$ cat config.mk
export PLATFORM = sky130hd
export DESIGN_NAME = gate_brake_ctrl
export DESIGN_NICKNAME = d
export VERILOG_FILES = /design/src/gate_brake_pkg.sv /design/src/gate_brake_ctrl.sv
export SDC_FILE = /design/constraint.sdc
export NUM_CORES = 1
export LEC_CHECK = 0
export BUFFER_PORTS_ARGS = -buffer_cell sky130_fd_sc_hd__buf_2
export CAP_MARGIN = 10
export CORE_ASPECT_RATIO = 0.75
export CORE_MARGIN = 4
export CORE_UTILIZATION = 25
export DETAILED_ROUTE_END_ITERATION = 12
export GPL_TIMING_DRIVEN = 0
export PLACE_DENSITY_LB_ADDON = 0.08
export SLEW_MARGIN = 20
export SYNTH_ARGS = -nofsm -noshare
export SYNTH_HDL_FRONTEND = slang
export SYNTH_SLANG_ARGS = --single-unit
$ cat constraint.sdc
create_clock -name clk_i -period 25 [get_ports clk_i]
set_input_delay 2.5 -clock clk_i [delete_from_list [all_inputs] [get_ports clk_i]]
set_output_delay 2.5 -clock clk_i [all_outputs]
set_load 0.05 [all_outputs]
$ cat src/gate_brake_pkg.sv
package gate_brake_pkg;

  // register byte offsets
  localparam logic [7:0] CTRL_OFFSET     = 8'h00;
  localparam logic [7:0] BRIDGE_OFFSET   = 8'h04;
  localparam logic [7:0] SINK_OFFSET     = 8'h08;
  localparam logic [7:0] GUARD_OFFSET    = 8'h0C;
  localparam logic [7:0] STATUS_OFFSET   = 8'h10;

  // general_control_reg field positions
  localparam int PUMP_EN_POS     = 0;
  localparam int OC_EN_POS       = 1;
  localparam int RAPID_BRAKE_POS = 2;
  localparam int PARK_EN_POS     = 3;
  localparam int LEVEL_SEL_POS   = 4;
  localparam int STAGE_AUTO_POS  = 5;
  localparam int SPREAD_EN_POS   = 6;
  localparam int EXCLUDE_POS     = 8;
  // bridge register: 2-bit operating select per bridge, then pwm enables
  localparam int PWM_EN_POS      = 8;
  // sink register: regular code, then initial code
  localparam int INIT_CODE_POS   = 8;

  // reset values
  localparam logic [31:0] CTRL_RESET   = 32'h0000_0040;
  localparam logic [31:0] BRIDGE_RESET = 32'h0000_0000;
  localparam logic [31:0] SINK_RESET   = 32'h0000_0000;
  localparam logic [31:0] GUARD_RESET  = 32'h0010_1010;

  // bus responses
  localparam logic [1:0] RESP_OKAY   = 2'h0;
  localparam logic [1:0] RESP_SLVERR = 2'h2;

  // timing
  localparam int CLK_HZ           = 200_000_000;
  localparam int CLK_PERIOD_NS    = 5;
  localparam int BRAKE_ON_TIME_NS  = 1000;
  localparam int BRAKE_OFF_TIME_NS = 1000;
  localparam int BRAKE_ON_CYC  = (BRAKE_ON_TIME_NS / CLK_PERIOD_NS < 1) ? 1 : BRAKE_ON_TIME_NS / CLK_PERIOD_NS;
  localparam int BRAKE_OFF_CYC = (BRAKE_OFF_TIME_NS / CLK_PERIOD_NS < 1) ? 1 : BRAKE_OFF_TIME_NS / CLK_PERIOD_NS;
  localparam int SPREAD_FREQ_HZ   = 15_600;
  localparam int SPREAD_HALF_CYC  = CLK_HZ / (2 * SPREAD_FREQ_HZ);

  // sink current per 6-bit code, in units of 0.1 mA
  localparam logic [10:0] SINK_TABLE [64] = '{
    11'd5,    11'd7,    11'd10,   11'd14,   11'd18,   11'd24,   11'd30,   11'd38,
    11'd47,   11'd58,   11'd69,   11'd81,   11'd94,   11'd107,  11'd121,  11'd135,
    11'd151,  11'd168,  11'd186,  11'd205,  11'd225,  11'd245,  11'd265,  11'd287,
    11'd309,  11'd332,  11'd357,  11'd382,  11'd408,  11'd434,  11'd461,  11'd488,
    11'd515,  11'd542,  11'd569,  11'd596,  11'd624,  11'd652,  11'd680,  11'd708,
    11'd737,  11'd766,  11'd795,  11'd825,  11'd855,  11'd885,  11'd915,  11'd946,
    11'd977,  11'd1009, 11'd1042, 11'd1075, 11'd1108, 11'd1142, 11'd1176, 11'd1210,
    11'd1245, 11'd1280, 11'd1315, 11'd1351, 11'd1387, 11'd1423, 11'd1458, 11'd1500};

  // device operating modes from the mode controller
  typedef enum logic [2:0] {
    MODE_INIT     = 3'h0,
    MODE_NORMAL   = 3'h1,
    MODE_STOP     = 3'h2,
    MODE_SLEEP    = 3'h3,
    MODE_FAILSAFE = 3'h4,
    MODE_RESTART  = 3'h5
  } dev_mode_type;

  // brake sequence
  typedef enum logic [1:0] {
    BRK_IDLE    = 2'h0,
    BRK_TURNOFF = 2'h1,
    BRK_PUMPOFF = 2'h3,
    BRK_ROUTE   = 2'h2
  } brake_state_type;

endpackage

$ cat src/gate_brake_ctrl.sv
// The placing of the registers and the AXI4-Lite register port were left to the implementer.
`timescale 1ns/1ps
// Function
// each 6-bit sink code maps monotonically to a sink current, 36->62.4mA, 63->150mA
// main regulator undervoltage pulls every gate down passively
// in normal mode a bridge with operating select 00 is pulled down
// in normal mode pump disabled or enabled overcurrent pulls gates down
// bridge or internal supply overvoltage pulls gates down, except low-side overvoltage braking
// pump undervoltage, pump blanking and pump overtemperature pull gates down
// in normal mode drain-source overvoltage after active discharge pulls gates down
// all non-normal modes pull gates down, except low-sides used for braking
// the rapid-brake request acts only in normal mode
// rapid brake first actively turns off bridges 01/10 for their guard time
// rapid brake then disables the pump whatever the pump enable bit says; the code turns the pump off as soon as active turn-off starts
// rapid brake then routes the first pwm pin to all low-sides
// routed low-sides follow the pin within brake turn-on and turn-off times
// software may exclude single low-sides from rapid braking
// parking brake on entering sleep or stop turns bridges off, then pump off; the code turns the pump off as soon as the turn-off starts
// parking brake releases low-side pull-downs, keeps high-side ones, low-sides follow pin
// level select picks 11 V or 15 V pump regulation
// with auto stage bit 0 the pump always runs dual stage
// with auto stage bit 1 pump stage follows supply thresholds with hysteresis
// spread bit 1 (default) modulates the pump at 15.6 kHz, 0 leaves it unmodulated
// clearing the rapid-brake request returns to normal gate and pump control
module gate_brake_ctrl
  import gate_brake_pkg::*;
#(
  parameter int SPREAD_HALF = SPREAD_HALF_CYC
) (
  input  wire logic        clk_i,
  input  wire logic        nrst_i,
  // axi4-lite slave
  input  wire logic [7:0]  axi_awaddr_i,
  input  wire logic        axi_awvalid_i,
  output logic             axi_awready_o,
  input  wire logic [31:0] axi_wdata_i,
  input  wire logic [3:0]  axi_wstrb_i,
  input  wire logic        axi_wvalid_i,
  output logic             axi_wready_o,
  output logic [1:0]       axi_bresp_o,
  output logic             axi_bvalid_o,
  input  wire logic        axi_bready_i,
  input  wire logic [7:0]  axi_araddr_i,
  input  wire logic        axi_arvalid_i,
  output logic             axi_arready_o,
  output logic [31:0]      axi_rdata_o,
  output logic [1:0]       axi_rresp_o,
  output logic             axi_rvalid_o,
  input  wire logic        axi_rready_i,
  // device mode and normal gate commands from on-chip logic
  input  wire logic [2:0]  dev_mode_i,
  input  wire logic [2:0]  high_cmd_i,
  input  wire logic [2:0]  low_cmd_i,
  // asynchronous monitors and pin
  input  wire logic        first_pwm_input_pin_i,
  input  wire logic        regulator_uv_i,
  input  wire logic        overcurrent_i,
  input  wire logic        supply_ov_i,
  input  wire logic        ov_brake_i,
  input  wire logic        pump_uv_i,
  input  wire logic        pump_blank_i,
  input  wire logic        pump_overtemperature_i,
  input  wire logic        drain_ov_i,
  input  wire logic        supply_above_upper_i,
  input  wire logic        supply_below_lower_i,
  // gate side
  output logic [2:0]       high_gate_output_o,
  output logic [2:0]       low_gate_output_o,
  output logic [2:0]       high_pulldown_o,
  output logic [2:0]       low_pulldown_o,
  output logic [2:0]       active_off_o,
  output logic [10:0]      sink_current_o,
  output logic [10:0]      init_sink_current_o,
  // charge pump side
  output logic             pump_on_o,
  output logic             pump_high_level_o,
  output logic             pump_single_stage_o,
  output logic             pump_spread_o
);

  ////////////////////////////////////////////////////////////////////////
  // reset release and input synchronisers
  localparam int NSYNC = 11;
  logic [1:0]       rst_sync_q;
  logic             rst_n;
  logic [NSYNC-1:0] meta_q;
  logic [NSYNC-1:0] sync_q;
  logic             pwm_s, uv_s, oc_s, ov_s, ovbrk_s, puv_s, blank_s, pot_s, dov_s, up_s, lo_s;

  always_ff @(posedge clk_i or negedge nrst_i) begin
    if (!nrst_i) begin
      rst_sync_q <= 2'h0;
    end else begin
      rst_sync_q <= {rst_sync_q[0], 1'b1};
    end
  end
  assign rst_n = rst_sync_q[1];

  // two flops on every asynchronous input
  always_ff @(posedge clk_i or negedge rst_n) begin
    if (!rst_n) begin
      meta_q <= '0;
      sync_q <= '0;
    end else begin
      meta_q <= {first_pwm_input_pin_i, regulator_uv_i, overcurrent_i, supply_ov_i, ov_brake_i,
                 pump_uv_i, pump_blank_i, pump_overtemperature_i, drain_ov_i,
                 supply_above_upper_i, supply_below_lower_i};
      sync_q <= meta_q;
    end
  end
  assign {pwm_s, uv_s, oc_s, ov_s, ovbrk_s, puv_s, blank_s, pot_s, dov_s, up_s, lo_s} = sync_q;

  ////////////////////////////////////////////////////////////////////////
  // axi4-lite register access
  logic [31:0] ctrl_q, bridge_q, sink_q, guard_q;
  logic        aw_hold_q, w_hold_q;
  logic [7:0]  awaddr_q;
  logic [31:0] wdata_q;
  logic [3:0]  wstrb_q;
  logic        wr_fire;
  logic [31:0] status;

  assign axi_awready_o = !aw_hold_q && !axi_bvalid_o;
  assign axi_wready_o  = !w_hold_q && !axi_bvalid_o;
  assign wr_fire       = aw_hold_q && w_hold_q && !axi_bvalid_o;

  // write address and data are caught in either order
  always_ff @(posedge clk_i or negedge rst_n) begin
    if (!rst_n) begin
      aw_hold_q <= 1'b0;
      w_hold_q  <= 1'b0;
      awaddr_q  <= 8'h00;
      wdata_q   <= 32'h0000_0000;
      wstrb_q   <= 4'h0;
    end else begin
      if (axi_awvalid_i && axi_awready_o) begin
        aw_hold_q <= 1'b1;
        awaddr_q  <= axi_awaddr_i;
      end else if (wr_fire) begin
        aw_hold_q <= 1'b0;
      end
      if (axi_wvalid_i && axi_wready_o) begin
        w_hold_q <= 1'b1;
        wdata_q  <= axi_wdata_i;
        wstrb_q  <= axi_wstrb_i;
      end else if (wr_fire) begin
        w_hold_q <= 1'b0;
      end
    end
  end

  // register writes with byte strobes
  always_ff @(posedge clk_i or negedge rst_n) begin
    if (!rst_n) begin
      ctrl_q   <= CTRL_RESET;
      bridge_q <= BRIDGE_RESET;
      sink_q   <= SINK_RESET;
      guard_q  <= GUARD_RESET;
    end else if (wr_fire) begin
      for (int i = 0; i < 4; i++) begin
        if (wstrb_q[i]) begin
          unique case (awaddr_q[7:2])
            CTRL_OFFSET[7:2]:   ctrl_q[i*8 +: 8]   <= wdata_q[i*8 +: 8];
            BRIDGE_OFFSET[7:2]: bridge_q[i*8 +: 8] <= wdata_q[i*8 +: 8];
            SINK_OFFSET[7:2]:   sink_q[i*8 +: 8]   <= wdata_q[i*8 +: 8];
            GUARD_OFFSET[7:2]:  guard_q[i*8 +: 8]  <= wdata_q[i*8 +: 8];
            default: ;
          endcase
        end
      end
    end
  end

  // write response, slverr for an unmapped or read-only word
  always_ff @(posedge clk_i or negedge rst_n) begin
    if (!rst_n) begin
      axi_bvalid_o <= 1'b0;
      axi_bresp_o  <= RESP_OKAY;
    end else if (wr_fire) begin
      axi_bvalid_o <= 1'b1;
      axi_bresp_o  <= (awaddr_q[7:2] <= GUARD_OFFSET[7:2]) ? RESP_OKAY : RESP_SLVERR;
    end else if (axi_bready_i) begin
      axi_bvalid_o <= 1'b0;
    end
  end

  // read channel, one cycle to answer
  assign axi_arready_o = !axi_rvalid_o;
  always_ff @(posedge clk_i or negedge rst_n) begin
    if (!rst_n) begin
      axi_rvalid_o <= 1'b0;
      axi_rdata_o  <= 32'h0000_0000;
      axi_rresp_o  <= RESP_OKAY;
    end else if (axi_arvalid_i && axi_arready_o) begin
      axi_rvalid_o <= 1'b1;
      axi_rresp_o  <= RESP_OKAY;
      unique case (axi_araddr_i[7:2])
        CTRL_OFFSET[7:2]:   axi_rdata_o <= ctrl_q;
        BRIDGE_OFFSET[7:2]: axi_rdata_o <= bridge_q;
        SINK_OFFSET[7:2]:   axi_rdata_o <= sink_q;
        GUARD_OFFSET[7:2]:  axi_rdata_o <= guard_q;
        STATUS_OFFSET[7:2]: axi_rdata_o <= status;
        default: begin
          axi_rdata_o <= 32'h0000_0000;
          axi_rresp_o <= RESP_SLVERR;
        end
      endcase
    end else if (axi_rready_i) begin
      axi_rvalid_o <= 1'b0;
    end
  end

  ////////////////////////////////////////////////////////////////////////
  // configuration fields
  logic       pump_en, oc_en, rapid_req, park_en, level_sel, stage_auto, spread_en;
  logic [2:0] exclude;
  logic [1:0] br_sel [3];
  logic [7:0] guard_cyc [3];
  logic       is_normal, is_rest, was_rest_q;
  dev_mode_type mode;

  assign pump_en    = ctrl_q[PUMP_EN_POS];
  assign oc_en      = ctrl_q[OC_EN_POS];
  assign rapid_req  = ctrl_q[RAPID_BRAKE_POS];
  assign park_en    = ctrl_q[PARK_EN_POS];
  assign level_sel  = ctrl_q[LEVEL_SEL_POS];
  assign stage_auto = ctrl_q[STAGE_AUTO_POS];
  assign spread_en  = ctrl_q[SPREAD_EN_POS];
  assign exclude    = ctrl_q[EXCLUDE_POS +: 3];
  assign mode       = dev_mode_type'(dev_mode_i);
  assign is_normal  = (mode == MODE_NORMAL);
  assign is_rest    = (mode == MODE_SLEEP) || (mode == MODE_STOP);

  // sink current lookup
  assign sink_current_o      = SINK_TABLE[sink_q[5:0]];
  assign init_sink_current_o = SINK_TABLE[sink_q[INIT_CODE_POS +: 6]];

  ////////////////////////////////////////////////////////////////////////
  // brake sequencer
  brake_state_type state_q;
  logic            park_q;
  logic [7:0]      guard_cnt_q;
  logic [7:0]      guard_max;
  logic            park_start, slam_start, brake_end;

  always_comb begin
    guard_max = 8'h00;
    for (int b = 0; b < 3; b++) begin
      if (guard_cyc[b] > guard_max) begin
        guard_max = guard_cyc[b];
      end
    end
  end

  assign park_start = park_en && is_rest && !was_rest_q;
  assign slam_start = rapid_req && is_normal;
  assign brake_end  = park_q ? !is_rest : !(rapid_req && is_normal);

  always_ff @(posedge clk_i or negedge rst_n) begin
    if (!rst_n) begin
      was_rest_q <= 1'b0;
    end else begin
      was_rest_q <= is_rest;
    end
  end

  // idle, active turn-off, pump off, low-side routing
  always_ff @(posedge clk_i or negedge rst_n) begin
    if (!rst_n) begin
      state_q     <= BRK_IDLE;
      park_q      <= 1'b0;
      guard_cnt_q <= 8'h00;
    end else begin
      unique case (state_q)
        BRK_IDLE: begin
          guard_cnt_q <= 8'h00;
          if (park_start || slam_start) begin
            state_q <= BRK_TURNOFF;
            park_q  <= park_start;
          end
        end
        BRK_TURNOFF: begin
          guard_cnt_q <= guard_cnt_q + 8'h01;
          if (brake_end) begin
            state_q <= BRK_IDLE;
          end else if (guard_cnt_q + 8'h01 >= guard_max) begin
            state_q <= BRK_PUMPOFF;
          end
        end
        BRK_PUMPOFF: begin
          state_q <= brake_end ? BRK_IDLE : BRK_ROUTE;
        end
        BRK_ROUTE: begin
          if (brake_end) begin
            state_q <= BRK_IDLE;
          end
        end
      endcase
    end
  end

  ////////////////////////////////////////////////////////////////////////
  // per-bridge gate control
  logic [2:0] hs_on_d, ls_on_d, hs_pd_d, ls_pd_d, act_off_d;
  logic       fault_pd, mode_pd, routing;

  assign routing  = (state_q == BRK_ROUTE);
  assign fault_pd = puv_s || blank_s || pot_s;
  assign mode_pd  = !is_normal || !pump_en || (oc_s && oc_en) || dov_s;

  for (genvar b = 0; b < 3; b++) begin : g_bridge
    assign br_sel[b]    = bridge_q[2*b +: 2];
    assign guard_cyc[b] = guard_q[8*b +: 8];

    always_comb begin
      act_off_d[b] = (state_q == BRK_TURNOFF) && (guard_cnt_q < guard_cyc[b]) &&
                     (br_sel[b] == 2'h1 || br_sel[b] == 2'h2);
      if (routing) begin
        hs_pd_d[b] = 1'b1;
        ls_on_d[b] = pwm_s && (park_q || !exclude[b]);
        ls_pd_d[b] = !ls_on_d[b];
        hs_on_d[b] = 1'b0;
      end else begin
        hs_pd_d[b] = fault_pd || mode_pd || ov_s || (is_normal && br_sel[b] == 2'h0);
        ls_pd_d[b] = hs_pd_d[b];
        hs_on_d[b] = high_cmd_i[b] && !hs_pd_d[b] && !act_off_d[b] && state_q == BRK_IDLE;
        ls_on_d[b] = low_cmd_i[b] && !ls_pd_d[b] && !act_off_d[b] && state_q == BRK_IDLE;
      end
      // low-side overvoltage braking keeps the low-sides driven on
      if (ovbrk_s && ov_s) begin
        ls_pd_d[b] = 1'b0;
        ls_on_d[b] = 1'b1;
      end
      // regulator undervoltage overrides everything
      if (uv_s) begin
        hs_pd_d[b] = 1'b1;
        ls_pd_d[b] = 1'b1;
        hs_on_d[b] = 1'b0;
        ls_on_d[b] = 1'b0;
        act_off_d[b] = 1'b0;
      end
    end
  end

  // gate outputs come from flops
  always_ff @(posedge clk_i or negedge rst_n) begin
    if (!rst_n) begin
      high_gate_output_o <= 3'h0;
      low_gate_output_o  <= 3'h0;
      high_pulldown_o    <= 3'h7;
      low_pulldown_o     <= 3'h7;
      active_off_o       <= 3'h0;
    end else begin
      high_gate_output_o <= hs_on_d;
      low_gate_output_o  <= ls_on_d;
      high_pulldown_o    <= hs_pd_d;
      low_pulldown_o     <= ls_pd_d;
      active_off_o       <= act_off_d;
    end
  end

  ////////////////////////////////////////////////////////////////////////
  // charge pump control
  logic        single_q, spread_q;
  logic [15:0] spread_cnt_q;

  always_ff @(posedge clk_i or negedge rst_n) begin
    if (!rst_n) begin
      pump_on_o         <= 1'b0;
      pump_high_level_o <= 1'b0;
    end else begin
      pump_on_o         <= pump_en && state_q == BRK_IDLE && !uv_s;
      pump_high_level_o <= level_sel;
    end
  end

  // stage select with supply hysteresis
  always_ff @(posedge clk_i or negedge rst_n) begin
    if (!rst_n) begin
      single_q <= 1'b0;
    end else if (!stage_auto) begin
      single_q <= 1'b0;
    end else if (up_s) begin
      single_q <= 1'b1;
    end else if (lo_s) begin
      single_q <= 1'b0;
    end
  end
  assign pump_single_stage_o = single_q;

  // spread modulation square wave
  always_ff @(posedge clk_i or negedge rst_n) begin
    if (!rst_n) begin
      spread_cnt_q <= 16'h0000;
      spread_q     <= 1'b0;
    end else if (!spread_en) begin
      spread_cnt_q <= 16'h0000;
      spread_q     <= 1'b0;
    end else if (spread_cnt_q >= 16'(SPREAD_HALF - 1)) begin
      spread_cnt_q <= 16'h0000;
      spread_q     <= !spread_q;
    end else begin
      spread_cnt_q <= spread_cnt_q + 16'h0001;
    end
  end
  assign pump_spread_o = spread_q;

  assign status = {17'h0_0000, single_q, pump_on_o, park_q, 1'b0, state_q[1:0],
                   low_pulldown_o, high_pulldown_o, low_gate_output_o};

  ////////////////////////////////////////////////////////////////////////
  // checks
  localparam int ON_MAX  = BRAKE_ON_CYC;
  localparam int OFF_MAX = BRAKE_OFF_CYC;
endmodule

==> run_summary.xml, run 1 <==
<?xml version="1.0" encoding="UTF-8"?>
<metrics>
  <group name="placement">
    <metric name="number_of_cells_in_the_design_after_placement" unit="">2272</metric>
    <metric name="dp.final_hpwl" unit="mm">37.9</metric>
    <metric name="dpl_worst_slack" unit="ns">19.41</metric>
    <metric name="placement.cell_area" unit="um^2">16500</metric>
    <metric name="place_congestion" unit="">0.875</metric>
    <metric name="placement.io_buffers" unit="">154</metric>
  </group>
  <group name="logic_synthesis">
    <metric name="synth_cell_type_count" unit="">72</metric>
    <metric name="netlist_top_cells_area" unit="">dfrtp_1, mux2_2, ha_1</metric>
    <metric name="synth_top_area_share" unit="%">46.0</metric>
    <metric name="synth-seq-area-share" unit="%">47.8</metric>
    <metric name="synth_edf_count" unit="">0</metric>
    <metric name="ff_latch_count_synth" unit="">279</metric>
    <metric name="syn-cell-area" unit="um^2">14600</metric>
    <metric name="syn_inst" unit="">1329</metric>
    <metric name="synth_largest_area_cell" unit="">dfrtp_1</metric>
    <metric name="syn_area_cell" unit="um^2">11.0</metric>
    <metric name="postSynth.topFlopCell" unit="">dfrtp_1</metric>
    <metric name="synthesis_warnings" unit="">0</metric>
    <metric name="async_reset_ff_share" unit="%">100</metric>
  </group>
  <group name="worst_setup_path">
    <metric name="rr_worst_depth" unit="">20</metric>
    <metric name="r2r_setup_slack" unit="ns">19.34</metric>
    <metric name="endpoint_kind" unit="">output port</metric>
    <metric name="critical_path_required" unit="ns">22.50</metric>
    <metric name="timing.critical_path.fanout_max" unit="">11</metric>
    <metric name="start_kind" unit="">flop</metric>
    <metric name="critPathArrivalTime" unit="ns">3.59</metric>
    <metric name="class_of_the_most_critical_setup_path" unit="">reg -&gt; out</metric>
  </group>
  <group name="floorplanning">
    <metric name="die_area" unit="um^2">62500</metric>
    <metric name="core-area" unit="um^2">57600</metric>
    <metric name="die_width" unit="um">287</metric>
    <metric name="floorplan.rows" unit="">76</metric>
    <metric name="ios" unit="">161</metric>
    <metric name="initial_core_utilization" unit="%">25.4</metric>
    <metric name="fp.dieH" unit="um">217</metric>
  </group>
  <group name="flow_run">
    <metric name="drv_cap" unit="">0</metric>
  </group>
  <group name="clock_tree">
    <metric name="clkSlewWorstSetupHoldPaths" unit="ns">0.06</metric>
    <metric name="clkLatencyLatePin" unit="ns">0.54</metric>
    <metric name="cts_repair_resize_count" unit="">0</metric>
    <metric name="cts_max_level" unit="">2</metric>
    <metric name="cts.hold.buffers_added" unit="">0</metric>
    <metric name="tritoncts_buffer_count" unit="">35</metric>
    <metric name="clock-sinks" unit="">279</metric>
    <metric name="ctsLongestPathBuffers" unit="">3</metric>
    <metric name="tritoncts_clock_tree" unit="">built</metric>
    <metric name="ctsRootBufferMaster" unit="">clkbuf_16</metric>
    <metric name="post_cts.repair.setup_buffers" unit="">0</metric>
  </group>
  <group name="final_layout">
    <metric name="multi_input_comb_area" unit="um^2">7140</metric>
    <metric name="nets" unit="">1686</metric>
    <metric name="layout_cells_sized_above_1" unit="%">28.1</metric>
    <metric name="finish.instance_area" unit="um^2">17700</metric>
    <metric name="post_layout_nonfiller_instances" unit="">2336</metric>
    <metric name="fillers" unit="">5997</metric>
    <metric name="layout_area_overhead" unit="%">21.3</metric>
    <metric name="seqCellArea" unit="um^2">7000</metric>
    <metric name="final_util" unit="%">30.8</metric>
  </group>
  <group name="global_route">
    <metric name="overall_global_routing_resource_usage" unit="%">16.1</metric>
    <metric name="met3_track_utilization_from_global_routing" unit="%">3.52</metric>
    <metric name="grt.met2_usage" unit="%">24.3</metric>
    <metric name="globalRoute.busiestLayer" unit="">met2</metric>
    <metric name="pin_count_of_the_biggest_net_entering_global_routing" unit="">54</metric>
    <metric name="grt_antenna_before_repair" unit="">1</metric>
    <metric name="grt.met1_usage" unit="%">23.7</metric>
    <metric name="global_route_wire_length_before_repair" unit="mm">76.3</metric>
    <metric name="number_of_global_route_vias_before_repair" unit="">11649</metric>
    <metric name="remaining_global_route_overflow" unit="">0</metric>
  </group>
  <group name="sta">
    <metric name="clock.fmax" unit="MHz">164</metric>
    <metric name="fin_crit" unit="ns">6.09</metric>
    <metric name="finalCritPeriodShare" unit="%">24.4</metric>
    <metric name="setup_slack" unit="ns">18.91</metric>
    <metric name="setup_repair_after_global_routing_missed_its_margin" unit="">false</metric>
    <metric name="relSlewSlack" unit="%">38.2</metric>
    <metric name="timing_hold_violations_final" unit="">0</metric>
    <metric name="timing.setup.tns" unit="ns">0</metric>
    <metric name="clock_skew" unit="ns">0.0105</metric>
    <metric name="report.final.slew_viol_count" unit="">0</metric>
    <metric name="setup_violations" unit="">0</metric>
    <metric name="slew_at_the_pin_with_the_worst_max_slew_slack" unit="ns">0.927</metric>
  </group>
  <group name="power_and_ir_drop">
    <metric name="ir_worst_vdd" unit="uV">79.5</metric>
    <metric name="leakage_component_of_the_power" unit="nW">8.00</metric>
    <metric name="power.density" unit="nW/um^2">136</metric>
  </group>
  <group name="routing">
    <metric name="route.detailed.drc" unit="">0</metric>
    <metric name="detailedRoute.firstIterationViolations" unit="">737</metric>
    <metric name="viasPerCell" unit="">4.83</metric>
    <metric name="dr_wl_cell" unit="um">21.5</metric>
    <metric name="dr_total_vias" unit="">11279</metric>
    <metric name="wirelength" unit="mm">50.2</metric>
    <metric name="firstDrtPassIters" unit="">5</metric>
    <metric name="route.antenna.remaining_nets" unit="">0</metric>
  </group>
  <group name="worst_hold_path">
    <metric name="timing.hold.worst_path_depth" unit="">0</metric>
    <metric name="hold_path_class" unit="">reg -&gt; reg</metric>
  </group>
  <group name="run_status">
    <metric name="outcome" unit="">finished clean</metric>
  </group>
</metrics>
layer usage:
layer | wire length [um] | share of wire (%)
met2 | 22200 | 44
met3 | 2820 | 5.6
met4 | 676 | 1.3
met5 | 0 | 0
met1 | 24500 | 49
cell usage after synthesis, types with 5 or more instances:
master and instances:
a211oi_1 13, a21boi_0 21, a21o_1 12, a21oi_1 58, a221oi_1 16, a222oi_1 18, a22o_1 6, a22oi_1 14
a31oi_1 25, a32o_1 8, and2_1 7, and3_1 13, buf_2 12, clkbuf_1 48, dfrtp_1 269, dfstp_2 10
ha_1 78, inv_1 56, mux2_1 8, mux2_2 167, mux4_2 8, nand2_1 108, nand2b_1 15, nand3_1 14
nand4_1 5, nor2_1 84, nor2_2 8, nor2b_1 14, nor3_1 12, nor3b_1 5, o211ai_1 9, o21a_1 7
o21ai_0 55, o21ai_1 13, o2bb2ai_1 8, o31ai_1 16, or3_1 8, xnor2_1 10, xor2_1 10
sequential cells by signal, indices dropped and copies added, names as in the netlist, 4 cells and up:
name and cells:
awaddr_q 6, axi_rdata_o 32, bridge_q 32, ctrl_q 32
guard_cnt_q 8, guard_q 32, meta_q 11, sink_q 32
spread_cnt_q 16, sync_q 11, wdata_q 32, wstrb_q 4
critical path: stages (launching register included):
cell,delay (ns)
dfrtp_1,0.62
clkbuf_1,0.53
inv_1,0.27
ha_1,0.46
nor2_1,0.18
a21oi_1,0.06
mux4_2,0.46
mux2_2,0.26
buf_2,0.21
cell usage in the layout (no fill, tap or decap), types with 9 or more instances in the layout:
| cell | n |
|---|---|
| a31oi_1 | 25 |
| mux2_2 | 167 |
| ha_1 | 78 |
| o31ai_1 | 16 |
| nand3_1 | 14 |
| clkbuf_16 | 37 |
| inv_1 | 56 |
| a211oi_1 | 13 |
| nor2b_1 | 14 |
| dfrtp_1 | 268 |
| nor2_1 | 84 |
| a222oi_1 | 18 |
| a21o_1 | 12 |
| o211ai_1 | 9 |
| a21oi_1 | 58 |
| a221oi_1 | 16 |
| a21boi_0 | 21 |
| o21ai_0 | 55 |
| clkbuf_1 | 56 |
| dfstp_2 | 10 |
| buf_2 | 166 |
| nand2_1 | 108 |
| xnor2_1 | 10 |
| and3_1 | 13 |
| nor3_1 | 12 |
| o21ai_1 | 13 |
| nand2b_1 | 15 |
| xor2_1 | 10 |
| a22oi_1 | 14 |
final timing paths:
check	startpoint	end
max	sink_q[1]	sink_current_o[3]
min	meta_q[0]	sync_q[0]
max reg2reg	guard_q[4]	state_q[1]
min reg2reg	meta_q[0]	sync_q[0]
max in group asynchronous	nrst_i	rst_sync_q[1]
min in group asynchronous	rst_sync_q[1]	meta_q[5]
layout make-up:
cell class | instances | share of cell area [%]
Antenna cell | 1 | 0.0141
Buffer | 68 | 1.63
Clock buffer | 52 | 5.93
Clock inverter | 11 | 0.924
Inverter | 58 | 1.23
Multi-Input combinational cell | 928 | 40.2
Sequential cell | 279 | 39.5
Tap cell | 780 | 5.50
Timing Repair Buffer | 159 | 5.08
through the flow:
stage / hold slack (ns) / power (mW)
after floorplan: 0.331 / 1.52
after global placement: 0.336 / 1.88
after detailed placement: 0.336 / 1.89
after CTS: 0.347 / 2.44
after global routing: 0.355 / 2.61
final: 0.347 / 2.42
report_power, final:
group          switching [mW]  internal (mW)
combinational           0.744          0.423
clock                   0.203          0.333
sequential              0.135          0.580
cell families after synthesis:
logic type                 count (synthesis)  share of synthesized area [%]
AOI/OAI and AO/OA                        319                           14.9
xor gates and xnor gates                  20                           1.20
adders and majority gates                 78                           6.67
buffers and inverters                    126                           3.47
DFF                                      279                           47.8
muxes                                    187                           15.0
other                                      2                         0.0514
and+or+nand+nor                          318                           10.9
(Power assumes the default switching activity.)
==> run 2, diff against run 1 <==
Clock period 25 ns to 6.31 ns, I/O delays scaled along.
==> run 2 against run 1 <==
Compared with the run above: global-route usage is 0.19 points lower; via count stayed put; total power grew to 4.1 times the previous value; core utilization is 0.19 points higher; clock skew is 0.0092 ns higher; die area stayed put; critical path type is now reg -> reg; largest cell class unchanged.
==> run_summary.xml, run 2 (synthesis results as in run 1) <==
<?xml version="1.0" encoding="UTF-8"?>
<metrics>
  <group name="sta">
    <metric name="clock_skew" unit="ns">0.0197</metric>
    <metric name="timing.setup.tns" unit="ns">0</metric>
    <metric name="report.final.slew_viol_count" unit="">0</metric>
    <metric name="relSlewSlack" unit="%">34.2</metric>
    <metric name="setup_slack" unit="ns">0.470</metric>
    <metric name="slew_at_the_pin_with_the_worst_max_slew_slack" unit="ns">0.981</metric>
    <metric name="finalCritPeriodShare" unit="%">92.6</metric>
    <metric name="worst_hold_slack" unit="ns">0.192</metric>
    <metric name="setup_repair_after_global_routing_missed_its_margin" unit="">false</metric>
    <metric name="setup_violations" unit="">0</metric>
    <metric name="fin_crit" unit="ns">5.84</metric>
    <metric name="clock.fmax" unit="MHz">171</metric>
    <metric name="timing_hold_violations_final" unit="">0</metric>
  </group>
  <group name="worst_setup_path">
    <metric name="class_of_the_most_critical_setup_path" unit="">reg -&gt; reg</metric>
    <metric name="timing.critical_path.fanout_max" unit="">10</metric>
    <metric name="rr_endpoint" unit="">state_q[1]</metric>
    <metric name="critical_path_required" unit="ns">6.72</metric>
    <metric name="timing.rr.start" unit="">guard_q[4]</metric>
    <metric name="start_kind" unit="">flop</metric>
    <metric name="critPathArrivalTime" unit="ns">6.25</metric>
    <metric name="endpoint_kind" unit="">flop</metric>
    <metric name="rr_worst_depth" unit="">20</metric>
    <metric name="r2r_setup_slack" unit="ns">0.47</metric>
  </group>
  <group name="routing">
    <metric name="detailedRoute.firstIterationViolations" unit="">875</metric>
    <metric name="viasPerCell" unit="">4.82</metric>
    <metric name="firstDrtPassIters" unit="">5</metric>
    <metric name="wirelength" unit="mm">50.1</metric>
    <metric name="dr_total_vias" unit="">11279</metric>
    <metric name="route.detailed.drc" unit="">0</metric>
    <metric name="route.antenna.remaining_nets" unit="">0</metric>
    <metric name="dr_wl_cell" unit="um">21.4</metric>
  </group>
  <group name="final_layout">
    <metric name="nets" unit="">1688</metric>
    <metric name="commonest_non_fill_non_tap_cell_in_the_layout" unit="">dfrtp_1</metric>
    <metric name="layout.cells.most_common_list" unit="">dfrtp_1, mux2_2, buf_2, nand2_1, nor2_1</metric>
    <metric name="layout_area_overhead" unit="%">22.1</metric>
    <metric name="multi_input_comb_area" unit="um^2">7140</metric>
    <metric name="fillers" unit="">6047</metric>
    <metric name="antenna-diode-count" unit="">0</metric>
    <metric name="layout_cells_sized_above_1" unit="%">28.4</metric>
    <metric name="seqCellArea" unit="um^2">7000</metric>
  </group>
  <group name="floorplanning">
    <metric name="die_area" unit="um^2">62500</metric>
    <metric name="fp.dieH" unit="um">217</metric>
    <metric name="die_width" unit="um">287</metric>
    <metric name="floorplan.rows" unit="">76</metric>
    <metric name="core-area" unit="um^2">57600</metric>
    <metric name="initial_core_utilization" unit="%">25.4</metric>
    <metric name="ios" unit="">161</metric>
  </group>
  <group name="global_route">
    <metric name="pin_count_of_the_biggest_net_entering_global_routing" unit="">53</metric>
    <metric name="global_route_wire_length_before_repair" unit="mm">75.5</metric>
    <metric name="grt_antenna_before_repair" unit="">2</metric>
    <metric name="overall_global_routing_resource_usage" unit="%">15.9</metric>
    <metric name="globalRoute.busiestLayer" unit="">met2</metric>
    <metric name="grt.met1_usage" unit="%">23.8</metric>
    <metric name="number_of_global_route_vias_before_repair" unit="">11698</metric>
    <metric name="grt.met2_usage" unit="%">24.4</metric>
    <metric name="remaining_global_route_overflow" unit="">0</metric>
    <metric name="met3_track_utilization_from_global_routing" unit="%">2.39</metric>
  </group>
  <group name="worst_hold_path">
    <metric name="hold_path_class" unit="">in -&gt; reg</metric>
    <metric name="timing.hold.worst_path_depth" unit="">1</metric>
    <metric name="hold_path_startpoint" unit="">ov_brake_i</metric>
    <metric name="hold_path_sink" unit="">meta_q[6]</metric>
  </group>
  <group name="power_and_ir_drop">
    <metric name="leakage_component_of_the_power" unit="nW">8.06</metric>
    <metric name="power.density" unit="nW/um^2">550</metric>
    <metric name="total_power" unit="mW">9.81</metric>
    <metric name="ir_worst_vdd" unit="uV">295</metric>
  </group>
  <group name="clock_tree">
    <metric name="post_cts.repair.setup_buffers" unit="">0</metric>
    <metric name="cts_max_level" unit="">2</metric>
    <metric name="ctsLongestPathBuffers" unit="">3</metric>
    <metric name="ctsRootBufferMaster" unit="">clkbuf_16</metric>
    <metric name="clkSlewWorstSetupHoldPaths" unit="ns">0.06</metric>
    <metric name="clkLatencyLatePin" unit="ns">0.55</metric>
    <metric name="tritoncts_clock_tree" unit="">built</metric>
    <metric name="clock-sinks" unit="">279</metric>
    <metric name="tritoncts_buffer_count" unit="">36</metric>
  </group>
  <group name="flow_run">
    <metric name="drv_cap" unit="">0</metric>
  </group>
  <group name="placement">
    <metric name="dp.final_hpwl" unit="mm">37.6</metric>
    <metric name="dpl_worst_slack" unit="ns">0.573</metric>
    <metric name="place_congestion" unit="">0.863</metric>
    <metric name="placement.io_buffers" unit="">154</metric>
  </group>
  <group name="run_status">
    <metric name="outcome" unit="">finished clean</metric>
  </group>
</metrics>
-- run 2: worst max path at each step --
stage,startpoint,to,slack (ns),cells past startpoint
4_1_cts,guard_q[4],state_q[1],0.55,20
6_report,guard_q[4],state_q[1],0.47,20
3_3_place_gp,rst_sync_q[1],wdata_q[19],-0.49,0
3_5_place_dp,guard_q[4],state_q[1],0.57,20
2_1_floorplan,rst_sync_q[1],active_off_o[0],1.75,0
5_1_grt,guard_q[4],state_q[1],0.12,20
-- run 2: critical path, stage by stage (launching register included) --
cell,delay [ns]
dfstp_2,0.63
inv_1,0.07
ha_1,0.27
nand4_1,0.18
nor3_2,0.62
nor2_1,0.31
o2bb2ai_1,0.21
nor2_1,0.16
ha_1,0.27
nand4_1,0.14
nor2_1,0.10
a211oi_1,0.78
or2_2,0.24
clkbuf_1,0.35
o41a_1,0.24
ha_1,0.24
nand2b_1,0.14
a21o_1,0.17
a21oi_1,0.14
o21ai_0,0.14
o221a_2,0.29
-- run 2: report_power, final --
| group | leakage, nW | switching, mW | internal (mW) |
|---|---|---|---|
| Clock | 0.650 | 0.840 | 1.47 |
| Combinational | 3.77 | 2.99 | 1.68 |
| Sequential | 3.64 | 0.540 | 2.30 |
| Total | 8.06 | 4.37 | 5.44 |
-- run 2: area by class of cell --
cell class              count  share of cell area, %
clock inverters            18                   1.72
multi-input cells         928                   40.0
repair buffers            160                   5.10
well taps                 780                   5.47
flip-flops and latches    279                   39.2
plain buffers              68                   1.62
clock buffers              47                   5.68
inverters                  58                   1.22
-- run 2: per-layer routing --
metal,up-vias,wire (um),part of all wire [%]
met5,-,0,0
met4,0,616,1.2
met3,52,2290,4.6
met2,277,22100,44
met1,5707,25000,50
li1,5243,-,-
-- run 2: timing repair --
| item | in CTS | in global routing |
|---|---|---|
| gates resized for setup | 0 | 0 |
| hold endpoints to repair | 2 | 0 |
| hold buffers | 1 | 0 |
-- run 2: per-stage QoR --
step | area [um^2] | cells | util, %
2_1_floorplan | 14600 | 1333 | -
3_3_place_gp | 16400 | 2267 | 28.4
3_5_place_dp | 16500 | 2272 | 28.7
4_1_cts | 17800 | 2338 | 31.0
5_1_grt | 17800 | 2338 | 31.0
6_report | 17800 | 2338 | 31.0
